$ cat config.mk
export PLATFORM = sky130hd
export DESIGN_NAME = digital_watchdog_reset
export DESIGN_NICKNAME = d
export VERILOG_FILES = /design/src/rtl/tick_divider.v /design/src/rtl/reset_stretcher.v /design/src/rtl/digital_watchdog_reset.v
export VERILOG_INCLUDE_DIRS = /design/src /design/src/rtl
export SDC_FILE = /design/constraint.sdc
export NUM_CORES = 1
export LEC_CHECK = 0
export BUFFER_PORTS_ARGS = -buffer_cell sky130_fd_sc_hd__buf_2
export CELL_PAD_IN_SITES_DETAIL_PLACEMENT = 1
export CELL_PAD_IN_SITES_GLOBAL_PLACEMENT = 1
export CORE_ASPECT_RATIO = 0.5
export CORE_MARGIN = 3
export CORE_UTILIZATION = 38
export CTS_CLUSTER_SIZE = 16
export DETAILED_ROUTE_END_ITERATION = 8
export GPL_ROUTABILITY_DRIVEN = 1
export GPL_TIMING_DRIVEN = 0
export MAX_ROUTING_LAYER = met4
export PLACE_DENSITY = 0.87
export SYNTH_ARGS = -nofsm -noshare
export SYNTH_HDL_FRONTEND = slang
export SYNTH_SLANG_ARGS = --single-unit
$ cat constraint.sdc
create_clock -name aclk -period 2.1 [get_ports aclk]
set_clock_uncertainty 0.1 [all_clocks]
set_input_delay 0.105 -clock aclk [delete_from_list [all_inputs] [get_ports aclk]]
set_output_delay 0.105 -clock aclk [all_outputs]
set_load 0.02 [all_outputs]
$ cat src/rtl/watchdog_defs.vh
// shared constants of the watchdog block: map, fields, reset values, timing
`ifndef WATCHDOG_DEFS_VH
`define WATCHDOG_DEFS_VH

// byte address of the control/counter register
`define WDR_OFFSET        8'hD8
// reset image of the register
`define WDR_RESET         8'hFE
// field positions inside the register
`define WDR_ACT_BIT       0
`define WDR_SRST_BIT      1
`define WDR_PER_LO        2
`define WDR_PER_HI        7
// physical counter width and trip bit
`define CNT_W             7
`define CNT_TRIP_BIT      6
// counter reset image, all ones
`define CNT_RESET         7'h7F
// processor cycles per counter step
`define PRESCALE_CYCLES   3072
// internal clock cycles from reset release to internal release
`define RST_DELAY_CYCLES  2048
// axi response codes
`define RESP_OKAY         2'h0
`define RESP_SLVERR       2'h2
// low power state codes
`define PS_RUN            2'h0
`define PS_WAIT           2'h1
`define PS_STOP           2'h2

`endif

$ cat src/rtl/tick_divider.v
// prescaler giving a one-cycle step pulse every DIV enabled cycles
`timescale 1ns/1ps
`include "watchdog_defs.vh"
module tick_divider #(
    parameter DIV = `PRESCALE_CYCLES,
    parameter W   = 12
) (
    input  wire         aclk,
    input  wire         aresetn,
    input  wire         clear,
    input  wire         enable,
    output reg          tick_r
);
    reg [W-1:0] cnt_r;                 // cycles counted in this interval

    // count enabled cycles, pulse at the end of each interval
    always @(posedge aclk) begin
        if (!aresetn || clear) begin
            cnt_r  <= {W{1'b0}};
            tick_r <= 1'b0;
        end else if (enable) begin
            if (cnt_r == DIV[W-1:0] - {{(W-1){1'b0}}, 1'b1}) begin
                cnt_r  <= {W{1'b0}};
                tick_r <= 1'b1;
            end else begin
                cnt_r  <= cnt_r + {{(W-1){1'b0}}, 1'b1};
                tick_r <= 1'b0;
            end
        end else begin
            tick_r <= 1'b0;            // frozen: no steps
        end
    end
endmodule

$ cat src/rtl/reset_stretcher.v
// internal reset generator: holds reset DELAY cycles after source release
`timescale 1ns/1ps
`include "watchdog_defs.vh"
module reset_stretcher #(
    parameter DELAY = `RST_DELAY_CYCLES,
    parameter W     = 12
) (
    input  wire         aclk,
    input  wire         aresetn,
    input  wire         src_active,
    output reg          rst_r
);
    reg [W-1:0] cnt_r;                 // cycles since source released

    // restart the delay on any source, release at the end of it
    always @(posedge aclk) begin
        if (!aresetn || src_active) begin
            cnt_r <= {W{1'b0}};
            rst_r <= 1'b1;
        end else if (rst_r) begin
            if (cnt_r == DELAY[W-1:0] - {{(W-1){1'b0}}, 1'b1}) begin
                rst_r <= 1'b0;
            end else begin
                cnt_r <= cnt_r + {{(W-1){1'b0}}, 1'b1};
            end
        end
    end
endmodule

$ cat src/rtl/digital_watchdog_reset.v
// watchdog downcounter with internal reset, stop control and axi4-lite port
`timescale 1ns/1ps
`include "watchdog_defs.vh"

module digital_watchdog_reset #(
    parameter ADDR_W = 8
) (
    input  wire              aclk,
    input  wire              aresetn,
    // axi4-lite slave
    input  wire [ADDR_W-1:0] s_axi_awaddr,
    input  wire              s_axi_awvalid,
    output reg               s_axi_awready,
    input  wire [31:0]       s_axi_wdata,
    input  wire [3:0]        s_axi_wstrb,
    input  wire              s_axi_wvalid,
    output reg               s_axi_wready,
    output reg  [1:0]        s_axi_bresp,
    output reg               s_axi_bvalid,
    input  wire              s_axi_bready,
    input  wire [ADDR_W-1:0] s_axi_araddr,
    input  wire              s_axi_arvalid,
    output reg               s_axi_arready,
    output reg  [31:0]       s_axi_rdata,
    output reg  [1:0]        s_axi_rresp,
    output reg               s_axi_rvalid,
    input  wire              s_axi_rready,
    // device pins
    input  wire              ext_reset_n_pin,
    input  wire              nmi_pin,
    // option straps, static configuration
    input  wire              hw_activation_opt,
    input  wire              ext_stop_opt,
    // processor side events, one-cycle pulses
    input  wire              stop_exec,
    input  wire              wake_irq,
    // status outputs
    output reg               mcu_reset_r,
    output reg               osc_halted_r,
    output reg               cpu_wait_r,
    output reg               wdg_active_r
);

    // register image to physical counter: bit 7 to lsb
    function [`CNT_W-1:0] reg_to_cnt;
        input [7:0] v;
        integer i;
        begin
            for (i = 0; i < 6; i = i + 1)
                reg_to_cnt[i] = v[`WDR_PER_HI - i];
            reg_to_cnt[`CNT_TRIP_BIT] = v[`WDR_SRST_BIT];
        end
    endfunction

    // physical counter to register image
    function [7:0] cnt_to_reg;
        input [`CNT_W-1:0] c;
        input              act;
        integer i;
        begin
            cnt_to_reg = 8'h00;
            for (i = 0; i < 6; i = i + 1)
                cnt_to_reg[`WDR_PER_HI - i] = c[i];
            cnt_to_reg[`WDR_SRST_BIT] = c[`CNT_TRIP_BIT];
            cnt_to_reg[`WDR_ACT_BIT]  = act;
        end
    endfunction

    // pin synchronisers
    reg         rstpin_s1_r;           // first stage, reset pin
    reg         rstpin_s2_r;           // second stage, reset pin
    reg         nmi_s1_r;              // first stage, nmi pin
    reg         nmi_s2_r;              // second stage, nmi pin

    // watchdog state
    reg  [`CNT_W-1:0] cnt_r;           // physical downcounter
    reg  [`CNT_W-1:0] cnt_nxt;
    reg               act_r;           // activation bit
    reg               act_nxt;
    reg               hw_opt_r;        // latched hardware option
    reg               xs_opt_r;        // latched external stop option
    reg               trip_r;          // watchdog reset request
    reg               trip_nxt;
    reg  [1:0]        pstate_r;        // run, wait or stop
    reg  [1:0]        pstate_nxt;

    // bus holding state
    reg               aw_hold_r;       // write address captured
    reg  [ADDR_W-1:0] waddr_r;         // captured write address
    reg               w_hold_r;        // write data captured
    reg  [7:0]        wbyte_r;         // captured low data byte
    reg               wlane_r;         // low byte lane enabled

    wire              int_rst;         // internal reset from stretcher
    wire              step;            // prescaler step pulse
    wire              do_write;        // write committed this cycle
    wire              hit_w;           // write hits the register
    wire              reg_wr;          // write changes the register
    wire              frozen;          // counter held in stop mode
    wire              act_eff;         // activation as seen by logic

    assign do_write = aw_hold_r && w_hold_r && !s_axi_bvalid;
    assign hit_w    = (waddr_r == `WDR_OFFSET);
    assign reg_wr   = do_write && hit_w && wlane_r;
    assign frozen   = (pstate_r == `PS_STOP);
    assign act_eff  = act_r || hw_opt_r;

    // two flip-flops on each pin before use
    always @(posedge aclk) begin
        if (!aresetn) begin
            rstpin_s1_r <= 1'b0;
            rstpin_s2_r <= 1'b0;
            nmi_s1_r    <= 1'b0;
            nmi_s2_r    <= 1'b0;
        end else begin
            rstpin_s1_r <= ext_reset_n_pin;
            rstpin_s2_r <= rstpin_s1_r;
            nmi_s1_r    <= nmi_pin;
            nmi_s2_r    <= nmi_s1_r;
        end
    end

    // pin and watchdog share one path
    reset_stretcher #(
        .DELAY (`RST_DELAY_CYCLES),
        .W     (12)
    ) u_rst (
        .aclk       (aclk),
        .aresetn    (aresetn),
        .src_active (!rstpin_s2_r || trip_r),
        .rst_r      (int_rst)
    );

    tick_divider #(
        .DIV (`PRESCALE_CYCLES),
        .W   (12)
    ) u_div (
        .aclk    (aclk),
        .aresetn (aresetn),
        .clear   (int_rst || (act_nxt && !act_eff)),
        .enable  (!frozen),
        .tick_r  (step)
    );

    // latch option straps while in reset
    always @(posedge aclk) begin
        if (!aresetn) begin
            hw_opt_r <= 1'b0;
            xs_opt_r <= 1'b0;
        end else if (int_rst) begin
            hw_opt_r <= hw_activation_opt;
            xs_opt_r <= ext_stop_opt;
        end
    end

    // next counter, activation and trip
    always @* begin
        cnt_nxt  = cnt_r;
        act_nxt  = act_eff;
        trip_nxt = 1'b0;
        if (int_rst) begin
            cnt_nxt = reg_to_cnt(`WDR_RESET);
            act_nxt = 1'b0;
        end else begin
            if (reg_wr) begin
                cnt_nxt = reg_to_cnt(wbyte_r);
                act_nxt = act_eff || wbyte_r[`WDR_ACT_BIT];
            end else if (step) begin
                cnt_nxt = cnt_r - {{(`CNT_W-1){1'b0}}, 1'b1};
            end
            if (act_nxt && cnt_r[`CNT_TRIP_BIT]
                && !cnt_nxt[`CNT_TRIP_BIT])
                trip_nxt = 1'b1;
        end
    end

    always @(posedge aclk) begin
        if (!aresetn) begin
            cnt_r        <= `CNT_RESET;
            act_r        <= 1'b0;
            trip_r       <= 1'b0;
            mcu_reset_r  <= 1'b1;
            wdg_active_r <= 1'b0;
        end else begin
            cnt_r        <= cnt_nxt;
            act_r        <= act_nxt;
            trip_r       <= trip_nxt;
            mcu_reset_r  <= int_rst;
            wdg_active_r <= int_rst ? 1'b0 : (act_nxt || hw_opt_r);
        end
    end

    // low power mode selection on stop and wake
    always @* begin
        pstate_nxt = pstate_r;
        case (pstate_r)
            `PS_RUN: begin
                if (stop_exec) begin
                    if (!act_eff)
                        pstate_nxt = `PS_STOP;
                    else if (!xs_opt_r)
                        pstate_nxt = `PS_WAIT;
                    else if (!nmi_s2_r)
                        pstate_nxt = `PS_WAIT;
                    else
                        pstate_nxt = `PS_STOP;
                end
            end
            `PS_WAIT: begin
                if (wake_irq)
                    pstate_nxt = `PS_RUN;
            end
            `PS_STOP: begin
                if (wake_irq)
                    pstate_nxt = `PS_RUN;
            end
            default: begin
                pstate_nxt = `PS_RUN;
            end
        endcase
    end

    // power state register and its outputs
    always @(posedge aclk) begin
        if (!aresetn || int_rst) begin
            pstate_r     <= `PS_RUN;
            osc_halted_r <= 1'b0;
            cpu_wait_r   <= 1'b0;
        end else begin
            pstate_r     <= pstate_nxt;
            osc_halted_r <= (pstate_nxt == `PS_STOP);
            cpu_wait_r   <= (pstate_nxt == `PS_WAIT);
        end
    end

    // write address and data capture, response
    always @(posedge aclk) begin
        if (!aresetn) begin
            aw_hold_r     <= 1'b0;
            waddr_r       <= {ADDR_W{1'b0}};
            w_hold_r      <= 1'b0;
            wbyte_r       <= 8'h00;
            wlane_r       <= 1'b0;
            s_axi_awready <= 1'b1;
            s_axi_wready  <= 1'b1;
            s_axi_bvalid  <= 1'b0;
            s_axi_bresp   <= `RESP_OKAY;
        end else begin
            // address channel
            if (s_axi_awvalid && s_axi_awready) begin
                aw_hold_r     <= 1'b1;
                waddr_r       <= s_axi_awaddr;
                s_axi_awready <= 1'b0;
            end
            // data channel
            if (s_axi_wvalid && s_axi_wready) begin
                w_hold_r     <= 1'b1;
                wbyte_r      <= s_axi_wdata[7:0];
                wlane_r      <= s_axi_wstrb[0];
                s_axi_wready <= 1'b0;
            end
            // both held: commit and answer
            if (do_write) begin
                aw_hold_r     <= 1'b0;
                w_hold_r      <= 1'b0;
                s_axi_bvalid  <= 1'b1;
                s_axi_bresp   <= hit_w ? `RESP_OKAY : `RESP_SLVERR;
            end else if (s_axi_bvalid && s_axi_bready) begin
                s_axi_bvalid  <= 1'b0;
                s_axi_awready <= 1'b1;
                s_axi_wready  <= 1'b1;
            end
        end
    end

    // read channel: one read at a time
    always @(posedge aclk) begin
        if (!aresetn) begin
            s_axi_arready <= 1'b1;
            s_axi_rvalid  <= 1'b0;
            s_axi_rdata   <= 32'h00000000;
            s_axi_rresp   <= `RESP_OKAY;
        end else if (s_axi_arvalid && s_axi_arready) begin
            s_axi_arready <= 1'b0;
            s_axi_rvalid  <= 1'b1;
            if (s_axi_araddr == `WDR_OFFSET) begin
                s_axi_rdata <= {24'h000000, cnt_to_reg(cnt_r, act_eff)};
                s_axi_rresp <= `RESP_OKAY;
            end else begin
                // unmapped address
                s_axi_rdata <= 32'h00000000;
                s_axi_rresp <= `RESP_SLVERR;
            end
        end else if (s_axi_rvalid && s_axi_rready) begin
            s_axi_rvalid  <= 1'b0;
            s_axi_arready <= 1'b1;
        end
    end

endmodule

==> run metrics, run 1 <==
# port buffers between 50 and 60; Die X-Extent about 140 µm; CP endpoint kind register; setup violators final 0; # IOs 110; most common cell after layout, fill and taps aside dfxtp_1; global-route wire length before repair 17.15 mm; Vias ~3400; Hold WS roughly 57 ps; CTS buffer count 9; register area about 1600 µm²; Detail Route Antenna Nets 0; drt drc 0; static leakage approximately 2 nW; kind of critical path reg -> reg; Setup WS post-layout about 85 ps; Core Util, Final around 53%; Synth area leaders dfxtp_1, buf_4, nand2_1; Skew-Pair Late Insertion Delay ~340 ps; Worst R2R End u_div.cnt_r[9]$_SDFFE_PP0N_; drt initial violations 215; dpl ws -158.8 ps; root buffer cell clkbuf_16; DP Wirelength a little under 7 mm; minimum clock period 2015 ps; via/cell ratio roughly 5.1; ant diodes 0; max cap viols 0; WL per Instance approximately 17 µm; site row count 24; R2R depth 7; largest net degree at the start of global routing 14; starting density of the core 40.49%; CP max FO 7; NetSw 826.6 µW; ys flop type dfxtp_1; critical path data arrival time roughly 2100 ps; core region area roughly 9000 µm²; Post-synth EDFFs 0; fin nets around 600; post-synthesis async set-or-reset flop share 0%; run status finished, final reports clean; Synth Warn # 0; Power Density between 700 and 800 nW/µm²; flop-to-flop setup slack 90 ps; syn_area_per_cell approximately 9.0 µm²; Synth cell types 57; sw frac roughly a quarter; Post-Synthesis Cells slightly above 400; CTS H-tree lvls 3; initial antenna violation count 0; commonest non-fill, non-tap cells in the layout dfxtp_1, buf_2, nand2_1, nor2_1, buf_4; DRT Wirelength 11.20 mm; combinational group share of total power under 10%; Max transition margin between 60% and 70%; #FFs+latches synth 81; total gr overflow 0; area grow syn2layout 29.98%; DRT Pass-1 Iters 4; HP Class in -> reg; Clock power frac between 40 and 50%; reg2reg start pstate_r[0]$_SDFF_PP0_; Fillers around 1100; Final Hold Fails 0; Synth Cell Area 3660 µm²; GPL Wtd Cong about 0.8; die footprint roughly 11000 µm²; Peak VDD IR about 0.38 mV; layout cell share with drive strength beyond 1 21.13%; TritonCTS clock tree built; Worst setup SP type register; start point of the critical path pstate_r[0]$_SDFF_PP0_; max-slew violation count 0; Reg power frac a little under half; Slew @ Worst Pin approximately 530 ps; clock sinks between 80 and 90; Critical Path End u_div.cnt_r[9]$_SDFFE_PP0N_; CP required approximately 2200 ps; Multi-input gate area 1832 µm²; clock buffer depth 2; Fmax 496.3 MHz; gr usage total 20.96%; P_int 2.658 mW; die outline height 75.40 µm; register area share after synthesis 44.31%; clk slew on worst S/H paths around 70 ps; vias in the first global route between 3000 and 4000; Synth top area share between 40% and 50%; Tcrit/Tclk final 95.95%; area leader, netlist dfxtp_1
[worst min-delay path by stage]
stage                     slack [ps]  cells after the start                           to             from
after detailed placement         230                      2          nmi_s1_r$_SDFF_PN0_          nmi_pin
after floorplan                  110                      1      s_axi_wready$_SDFF_PN1_     s_axi_wvalid
final                             60                      4  s_axi_rresp[1]$_SDFFE_PN0P_  s_axi_araddr[5]
after global routing              70                      3       pstate_r[0]$_SDFF_PP0_        stop_exec
after CTS                         20                      3       pstate_r[0]$_SDFF_PP0_        stop_exec
after global placement           210                      2       rstpin_s1_r$_SDFF_PN0_  ext_reset_n_pin
[power groups by stage]
stage,registers [mW],clock network (mW),logic (mW)
final,1.60,1.59,0.292
after detailed placement,1.63,0,0.243
after floorplan,1.64,0,0.159
after CTS,1.60,1.59,0.282
after global placement,1.63,0,0.234
after global routing,1.60,1.68,0.319
[timing repair]
action | in CTS | in global routing
endpoints found under the hold margin | 25 | 0
resized for setup | 0 | 2
pin swaps | 1 | 2
endpoints found under the setup margin | 7 | 8
hold buffers | 25 | 0
buffers inserted | 1 | 1
[cells in the mapped netlist (all sizes together), types with 2 or more instances]
cell type	number
and4b	3
ha	6
nor2b	14
nand3	18
buf	31
nand2	43
a22oi	8
o211a	3
nand4	9
nor2	29
dfxtp	81
xnor2	9
inv	10
a21oi	12
xor2	6
and3b	3
nor4	4
nor3	13
and3	4
clkbuf	8
a21boi	20
a31oi	2
or4	2
or3	4
mux2i	6
o311ai	2
and2	9
nand2b	5
o31ai	2
o21ai	19
nand4b	3
o31a	3
[cell type report]
class / instances / area share (%)
flip-flops and latches: 81 / 34.09
plain buffers: 39 / 5.523
repair buffers: 82 / 11.36
well taps: 130 / 3.419
inverters: 11 / 0.8680
clock buffers: 11 / 5.103
multi-input cells: 302 / 38.51
clock inverters: 4 / 1.131
[state kept, by name (all words and copies together), names as in the netlist, 2 cells and up]
signal,cells
u_div.cnt_r,12
u_rst.cnt_r,12
s_axi_rdata,8
waddr_r,8
wbyte_r,8
cnt_r,7
pstate_r,2
[metal layers]
| metal | vias to the layer above | GRT usage, % | wire length (µm) |
|---|---|---|---|
| met5 | - | - | 0 |
| met2 | 122 | 37.40 | 5785 |
| li1 | 1616 | - | - |
| met3 | 22 | 5.517 | 527 |
| met1 | 1625 | 22.41 | 4633 |
| met4 | 0 | 9.204 | 254 |
[metrics by stage]
| step | area, µm² | TNS [ps] | power (mW) | instances |
|---|---|---|---|---|
| global placement | 4192 | 0 | 1.864 | 618 |
| finish | 4757 | 0 | 3.484 | 660 |
| CTS | 4746 | 0 | 3.475 | 659 |
| detailed placement | 4192 | -1041 | 1.875 | 618 |
| floorplan | 3754 | 0 | 1.797 | 433 |
| global route | 4757 | -49.48 | 3.599 | 660 |
[cells by family (layout without fill, tap and decap cells)]
logic type	Yosys count	in the layout	share of synthesized area, %
and+or+nand+nor	170	170	25.30
DFF	81	81	44.31
AOI/OAI and AO/OA	78	78	14.39
buffers and inverters	50	147	8.308
xor gates and xnor gates	15	15	3.590
muxes	7	7	1.949
adders and majority gates	6	6	2.051
other	1	26	0.1025
[critical path, cell delays in order, from the launching register on]
cell and delay (ps):
dfxtp_1 370, inv_1 90, ha_2 230, and4b_2 320, nand4_1 190, o211ai_1 300
buf_4 230, nor2_1 70
Power figures use the tool's default switching activity.
==> inputs of run 2 (changes only) <==
--- a/config.mk
+++ b/config.mk
@@ -9,7 +9,6 @@
 export BUFFER_PORTS_ARGS = -buffer_cell sky130_fd_sc_hd__buf_2
 export CELL_PAD_IN_SITES_DETAIL_PLACEMENT = 1
 export CELL_PAD_IN_SITES_GLOBAL_PLACEMENT = 1
-export CORE_ASPECT_RATIO = 0.5
 export CORE_MARGIN = 3
 export CORE_UTILIZATION = 38
 export CTS_CLUSTER_SIZE = 16
==> constraint.sdc (replaced) <==
create_clock -name aclk -period 2.1 [get_ports aclk]
set_clock_uncertainty 0.1 [all_clocks]
set_input_delay 0.21 -clock aclk [delete_from_list [all_inputs] [get_ports aclk]]
set_output_delay 0.21 -clock aclk [all_outputs]
set_load 0.02 [all_outputs]
==> run 2 against run 1 <==
Compared with the run above:
- maximum frequency increased by 5.9%
- largest power group unchanged
- non-clock buffer count down 17
- hold slack worse by 44 ps
- worst setup slack better by 110 ps
- highest routed layer unchanged
- sequential power about the same
==> run metrics, run 2 (synthesized netlist as in run 1, its figures left out) <==
run status finished, final reports clean; vias in the first global route approximately 3400; Detail Route Antenna Nets 0; setup violators final 0; worst hold path endpoint waddr_r[3]$_SDFFE_PN0P_; Final Hold Fails 0; TritonCTS clock tree built; initial antenna violation count 0; area grow syn2layout 22.84%; DRT Pass-1 Iters 4; R2R depth 7; DRT Wirelength approximately 9.3 mm; Hold Crit Depth 3; Final TNS setup 0 ps; Reg power frac 52.3%; Worst R2R End u_div.cnt_r[9]$_SDFFE_PP0N_; Slew @ Worst Pin around 570 ps; drt initial violations 124; fin nets 580; Die X-Extent between 100 and 150 µm; Max transition margin about 60%; HP Class in -> reg; largest registers u_div.cnt_r (12), u_rst.cnt_r (12); total gr overflow 0; flop-to-flop setup slack approximately 200 ps; RSZ-0062 raised after global routing no; starting density of the core 39.42%; Fmax roughly 530 MHz; register area ~1600 µm²; die outline height 104.1 µm; NetSw about 800 µW; drt drc 0; CP endpoint kind register; Tcrit/Tclk final between 90 and 100%; combinational group share of total power 8.5%; # port buffers 55; kind of critical path reg -> reg; commonest non-fill, non-tap cells in the layout dfxtp_1, buf_2, nand2_1, nor2_1, buf_4; post-cts resize count 0; critical path data arrival time between 2000 and 2500 ps; # IOs 110; worst hold start s_axi_awaddr[3]; die footprint 10840 µm²; ant diodes 0; layout cell share with drive strength beyond 1 21.60%; Worst Path Buf+Inv 2; root buffer cell clkbuf_8; Fillers about 1100; Hold WS about 13 ps; largest net degree at the start of global routing 17; Crit-path slowest cell dfxtp_1; crit-path max cell delay roughly 360 ps; P_int 2.259 mW; CP required around 2300 ps; Worst setup SP type register; clock sinks 81; max cap viols 0; cell family with most CP delay simple AND/OR/NAND/NOR gates; global-route wire length before repair 15.70 mm; most common cell after layout, fill and taps aside dfxtp_1; crit-path cells inv_1, ha_1, and4b_1, nand4_1, o211ai_1, buf_4, nor2_1; CTS H-tree lvls 3; Multi-input gate area approximately 1800 µm²; sw frac approximately a quarter; Clock power frac a little under 40%; reg2reg start pstate_r[0]$_SDFF_PP0_; CP max FO 7; WL per Instance between 10 and 15 µm; CTS buffer count 9; Skew-Pair Late Insertion Delay 360 ps; minimum clock period around 1900 ps; max-slew violation count 0; site row count 35; Vias between 3000 and 4000; Peak VDD IR about 0.37 mV; GPL Wtd Cong about 0.84; Power Density just under 700 nW/µm²; static leakage 1.876 nW; via/cell ratio between 4 and 5; core region area 9284 µm²; clk slew on worst S/H paths around 100 ps; clock buffer depth 2; gr usage total a little under a fifth; DP Wirelength 6.918 mm
run 2: worst min-delay path, cell delays in order:
cell and delay [ps]:
buf_2 100, nand3_1 50, a21boi_0 70
run 2: cell type report:
type | instances | area share, %
plain buffers | 39 | 5.845
clock buffers | 9 | 2.755
clock inverters | 7 | 1.865
inverters | 11 | 0.9185
multi-input cells | 302 | 40.66
flip-flops and latches | 81 | 36.07
well taps | 129 | 3.590
repair buffers | 65 | 8.294
run 2: per-stage QoR:
step | total power, mW | instance area [µm²] | utilization (%) | std cells | setup WS, ps
2_1_floorplan | 1.797 | 3754 | - | 433 | 339.1
3_3_place_gp | 1.861 | 4190 | 45.13 | 617 | 49.41
3_5_place_dp | 1.873 | 4190 | 45.13 | 617 | 4.349
4_1_cts | 3.081 | 4496 | 48.42 | 643 | 192.0
5_1_grt | 3.188 | 4496 | 48.42 | 643 | 56.86
6_report | 3.057 | 4496 | 48.42 | 643 | 198.0
run 2: how the worst max path moves through the flow:
stage,start,to,slack (ps),depth (start not counted)
3_3_place_gp,pstate_r[0]$_SDFF_PP0_,u_div.cnt_r[7]$_SDFFE_PP0N_,50,6
5_1_grt,u_rst.cnt_r[8]$_SDFFE_PP0P_,u_rst.cnt_r[1]$_SDFFE_PP0P_,60,4
4_1_cts,u_rst.cnt_r[8]$_SDFFE_PP0P_,u_rst.cnt_r[1]$_SDFFE_PP0P_,190,4
3_5_place_dp,pstate_r[0]$_SDFF_PP0_,u_div.cnt_r[3]$_SDFFE_PP0N_,4,6
2_1_floorplan,pstate_r[0]$_SDFF_PP0_,u_div.cnt_r[11]$_SDFFE_PP0N_,340,6
6_report,pstate_r[0]$_SDFF_PP0_,u_div.cnt_r[9]$_SDFFE_PP0N_,200,7
run 2: routing by layer:
| layer | up-vias | wire length (µm) | GRT usage, % |
|---|---|---|---|
| met5 | - | 0 | - |
| met4 | 0 | 180 | 5.318 |
| met3 | 15 | 296 | 3.662 |
| met2 | 62 | 4934 | 33.70 |
| met1 | 1532 | 3843 | 19.15 |
| li1 | 1579 | - | - |
run 2: power by group through the flow:
stage / sequential [mW] / clock [mW] / combinational (mW)
finish: 1.60 / 1.20 / 0.259
global route: 1.60 / 1.30 / 0.287
CTS: 1.60 / 1.23 / 0.256
detailed placement: 1.63 / 0 / 0.241
global placement: 1.63 / 0 / 0.232
floorplan: 1.64 / 0 / 0.159
run 2: timing repair:
item	in CTS	in global routing
buffers inserted	1	0
endpoints found under the setup margin	7	0
hold buffers	9	0
hold endpoints to repair	9	0
==> inputs of run 3 (changes only) <==
--- a/config.mk
+++ b/config.mk
@@ -7,16 +7,14 @@
 export NUM_CORES = 1
 export LEC_CHECK = 0
 export BUFFER_PORTS_ARGS = -buffer_cell sky130_fd_sc_hd__buf_2
-export CELL_PAD_IN_SITES_DETAIL_PLACEMENT = 1
-export CELL_PAD_IN_SITES_GLOBAL_PLACEMENT = 1
 export CORE_MARGIN = 3
-export CORE_UTILIZATION = 38
+export CORE_UTILIZATION = 45
 export CTS_CLUSTER_SIZE = 16
 export DETAILED_ROUTE_END_ITERATION = 8
 export GPL_ROUTABILITY_DRIVEN = 1
 export GPL_TIMING_DRIVEN = 0
 export MAX_ROUTING_LAYER = met4
-export PLACE_DENSITY = 0.87
+export PLACE_DENSITY = 0.78
 export SYNTH_ARGS = -nofsm -noshare
 export SYNTH_HDL_FRONTEND = slang
 export SYNTH_SLANG_ARGS = --single-unit
==> run 3 against run 2 <==
Compared with the run above:
- flip-flop and latch count did not move
- non-clock buffer count shrank 6
- maximum frequency up 2.0%
- critical path depth unchanged
- sequential share of layout area is 0.60 points higher
- final area shrank 1.6%
- routed wire length decreased by 21%
- register-to-register slack improved by 40 ps
- hold slack got worse by 1.9 ps
- total power is 1.3% higher
- critical path type unchanged
- clock power increased by 5%
- largest cell class unchanged
- global-route usage is 0.84 points lower
==> run metrics, run 3 (synthesized netlist as in run 1, its figures left out) <==
run status finished, final reports clean; total gr overflow 0; CP required 2240 ps; vias in the first global route 2858; die footprint roughly 9300 µm²; flop-to-flop setup slack 240 ps; Worst R2R End u_div.cnt_r[11]$_SDFFE_PP0N_; site row count 32; post-cts resize count 0; worst hold start s_axi_wdata[6]; layout cell share with drive strength beyond 1 between 20% and 30%; met2 routed WL 3.623 mm; minimum clock period 1864 ps; kind of critical path reg -> reg; gr usage total between 10% and 20%; met3 WL roughly 320 µm; critical path data arrival time around 2000 ps; CTS buffer count 9; Peak VDD IR 0.5024 mV; R2R depth 7; die outline height 96.18 µm; DP Wirelength 5.474 mm; wire length on met1 between 3 and 4 mm; Vias a little over 3000; reg2reg start pstate_r[0]$_SDFF_PP0_; most common cell after layout, fill and taps aside dfxtp_1; CTS H-tree lvls 3; setup violators final 0; Power Density between 700 and 800 nW/µm²; core region area just under 8000 µm²; CP max FO 7; Tcrit/Tclk final between 80% and 90%; # port buffers 55; Non-Filler Instances 609; starting density of the core 46.88%; ant diodes 0; Max transition margin between 60% and 70%; max-slew violation count 0; Die X-Extent slightly below 100 µm; area grow syn2layout 20.82%; max cap viols 0; global-route wire length before repair around 12 mm; Inst Count DP 590; DRT Pass-1 Iters 4; GPL Wtd Cong approximately 0.80; Hold Crit Depth 3; via/cell ratio slightly below 5; DRT Wirelength about 7.3 mm; commonest non-fill, non-tap cells in the layout dfxtp_1, buf_2, nand2_1, nor2_1, buf_4; drt initial violations about 110; Multi-input gate area ~1800 µm²; static leakage approximately 1.9 nW; drt drc 0; root buffer cell clkbuf_8; initial antenna violation count 0; largest registers u_div.cnt_r (12), u_rst.cnt_r (12); TritonCTS clock tree built; Slew @ Worst Pin between 500 and 600 ps; Worst setup SP type register; Final Hold Fails 0; CP endpoint kind register; Skew-Pair Late Insertion Delay around 340 ps; Fillers approximately 720; HP Class in -> reg; fin nets 574; Hold WS roughly 11 ps; Detail Route Antenna Nets 0; register area 1622 µm²; worst hold path endpoint wbyte_r[6]$_SDFFE_PN0P_; WL per Instance 12.00 µm; clock buffer depth 2; largest net degree at the start of global routing 14; clock sinks 81; max layer used met4; # IOs between 100 and 150; Fmax around 540 MHz; RSZ-0062 raised after global routing no; Final TNS setup 0 ps; clk slew on worst S/H paths 80 ps
-- run 3: cell types whose count changed in the layout (fill, tap and decap cells not counted), sizes merged --
cell and delta:
dlygate4sd3 -6, bufinv +1, clkbuf +2, inv -4
-- run 3: critical path, cell delays in order (launching register included) --
cell,delay [ps]
dfxtp_1,360
inv_1,70
ha_1,270
and4b_1,330
nand4_1,170
o211ai_1,210
buf_4,190
nor2_1,50
-- run 3: final cells by class --
type                    count  share of cell area, %
clock buffers              11                  3.424
well taps                 102                  2.886
flip-flops and latches     81                  36.67
plain buffers              39                  5.942
clock inverters             4                  1.726
inverters                  11                 0.9338
repair buffers             59                  7.074
multi-input cells         302                  41.34
-- run 3: how the worst max path moves through the flow --
stage | startpoint | to | slack, ps | cells past startpoint
after detailed placement | pstate_r[0]$_SDFF_PP0_ | u_div.cnt_r[4]$_SDFFE_PP0N_ | 8 | 6
after CTS | pstate_r[0]$_SDFF_PP0_ | u_div.cnt_r[10]$_SDFFE_PP0N_ | 260 | 6
after global routing | pstate_r[0]$_SDFF_PP0_ | u_div.cnt_r[7]$_SDFFE_PP0N_ | 40 | 7
after floorplan | pstate_r[0]$_SDFF_PP0_ | u_div.cnt_r[11]$_SDFFE_PP0N_ | 340 | 6
after global placement | pstate_r[0]$_SDFF_PP0_ | u_div.cnt_r[7]$_SDFFE_PP0N_ | 70 | 6
final | pstate_r[0]$_SDFF_PP0_ | u_div.cnt_r[11]$_SDFFE_PP0N_ | 240 | 7
-- run 3: power by group --
part / switching [mW] / internal [mW]
Clock: 0.531 / 0.730
Combinational: 0.134 / 0.107
Sequential: 0.0226 / 1.57
Total: 0.688 / 2.41
-- run 3: stage by stage --
| stage | utilization [%] | worst slack, ps | cell area (µm²) | total power, mW |
|---|---|---|---|---|
| floorplan | - | 339.1 | 3754 | 1.797 |
| global placement | 53.24 | 68.19 | 4156 | 1.859 |
| detailed placement | 53.24 | 7.552 | 4156 | 1.866 |
| CTS | 56.63 | 256.4 | 4422 | 3.125 |
| global route | 56.63 | 38.37 | 4422 | 3.227 |
| finish | 56.63 | 236.1 | 4422 | 3.097 |
-- run 3: layer usage --
layer,vias up,track usage (%)
li1,1570,-
met1,1385,19.52
met2,58,29.44
met3,12,4.222
met4,0,6.043
met5,-,-
-- run 3: repair_timing --
action                                  in CTS  in global routing
endpoints found under the setup margin       6                  0
endpoints found under the hold margin        3                  0
hold buffers                                 3                  0
buffers inserted                             1                  0
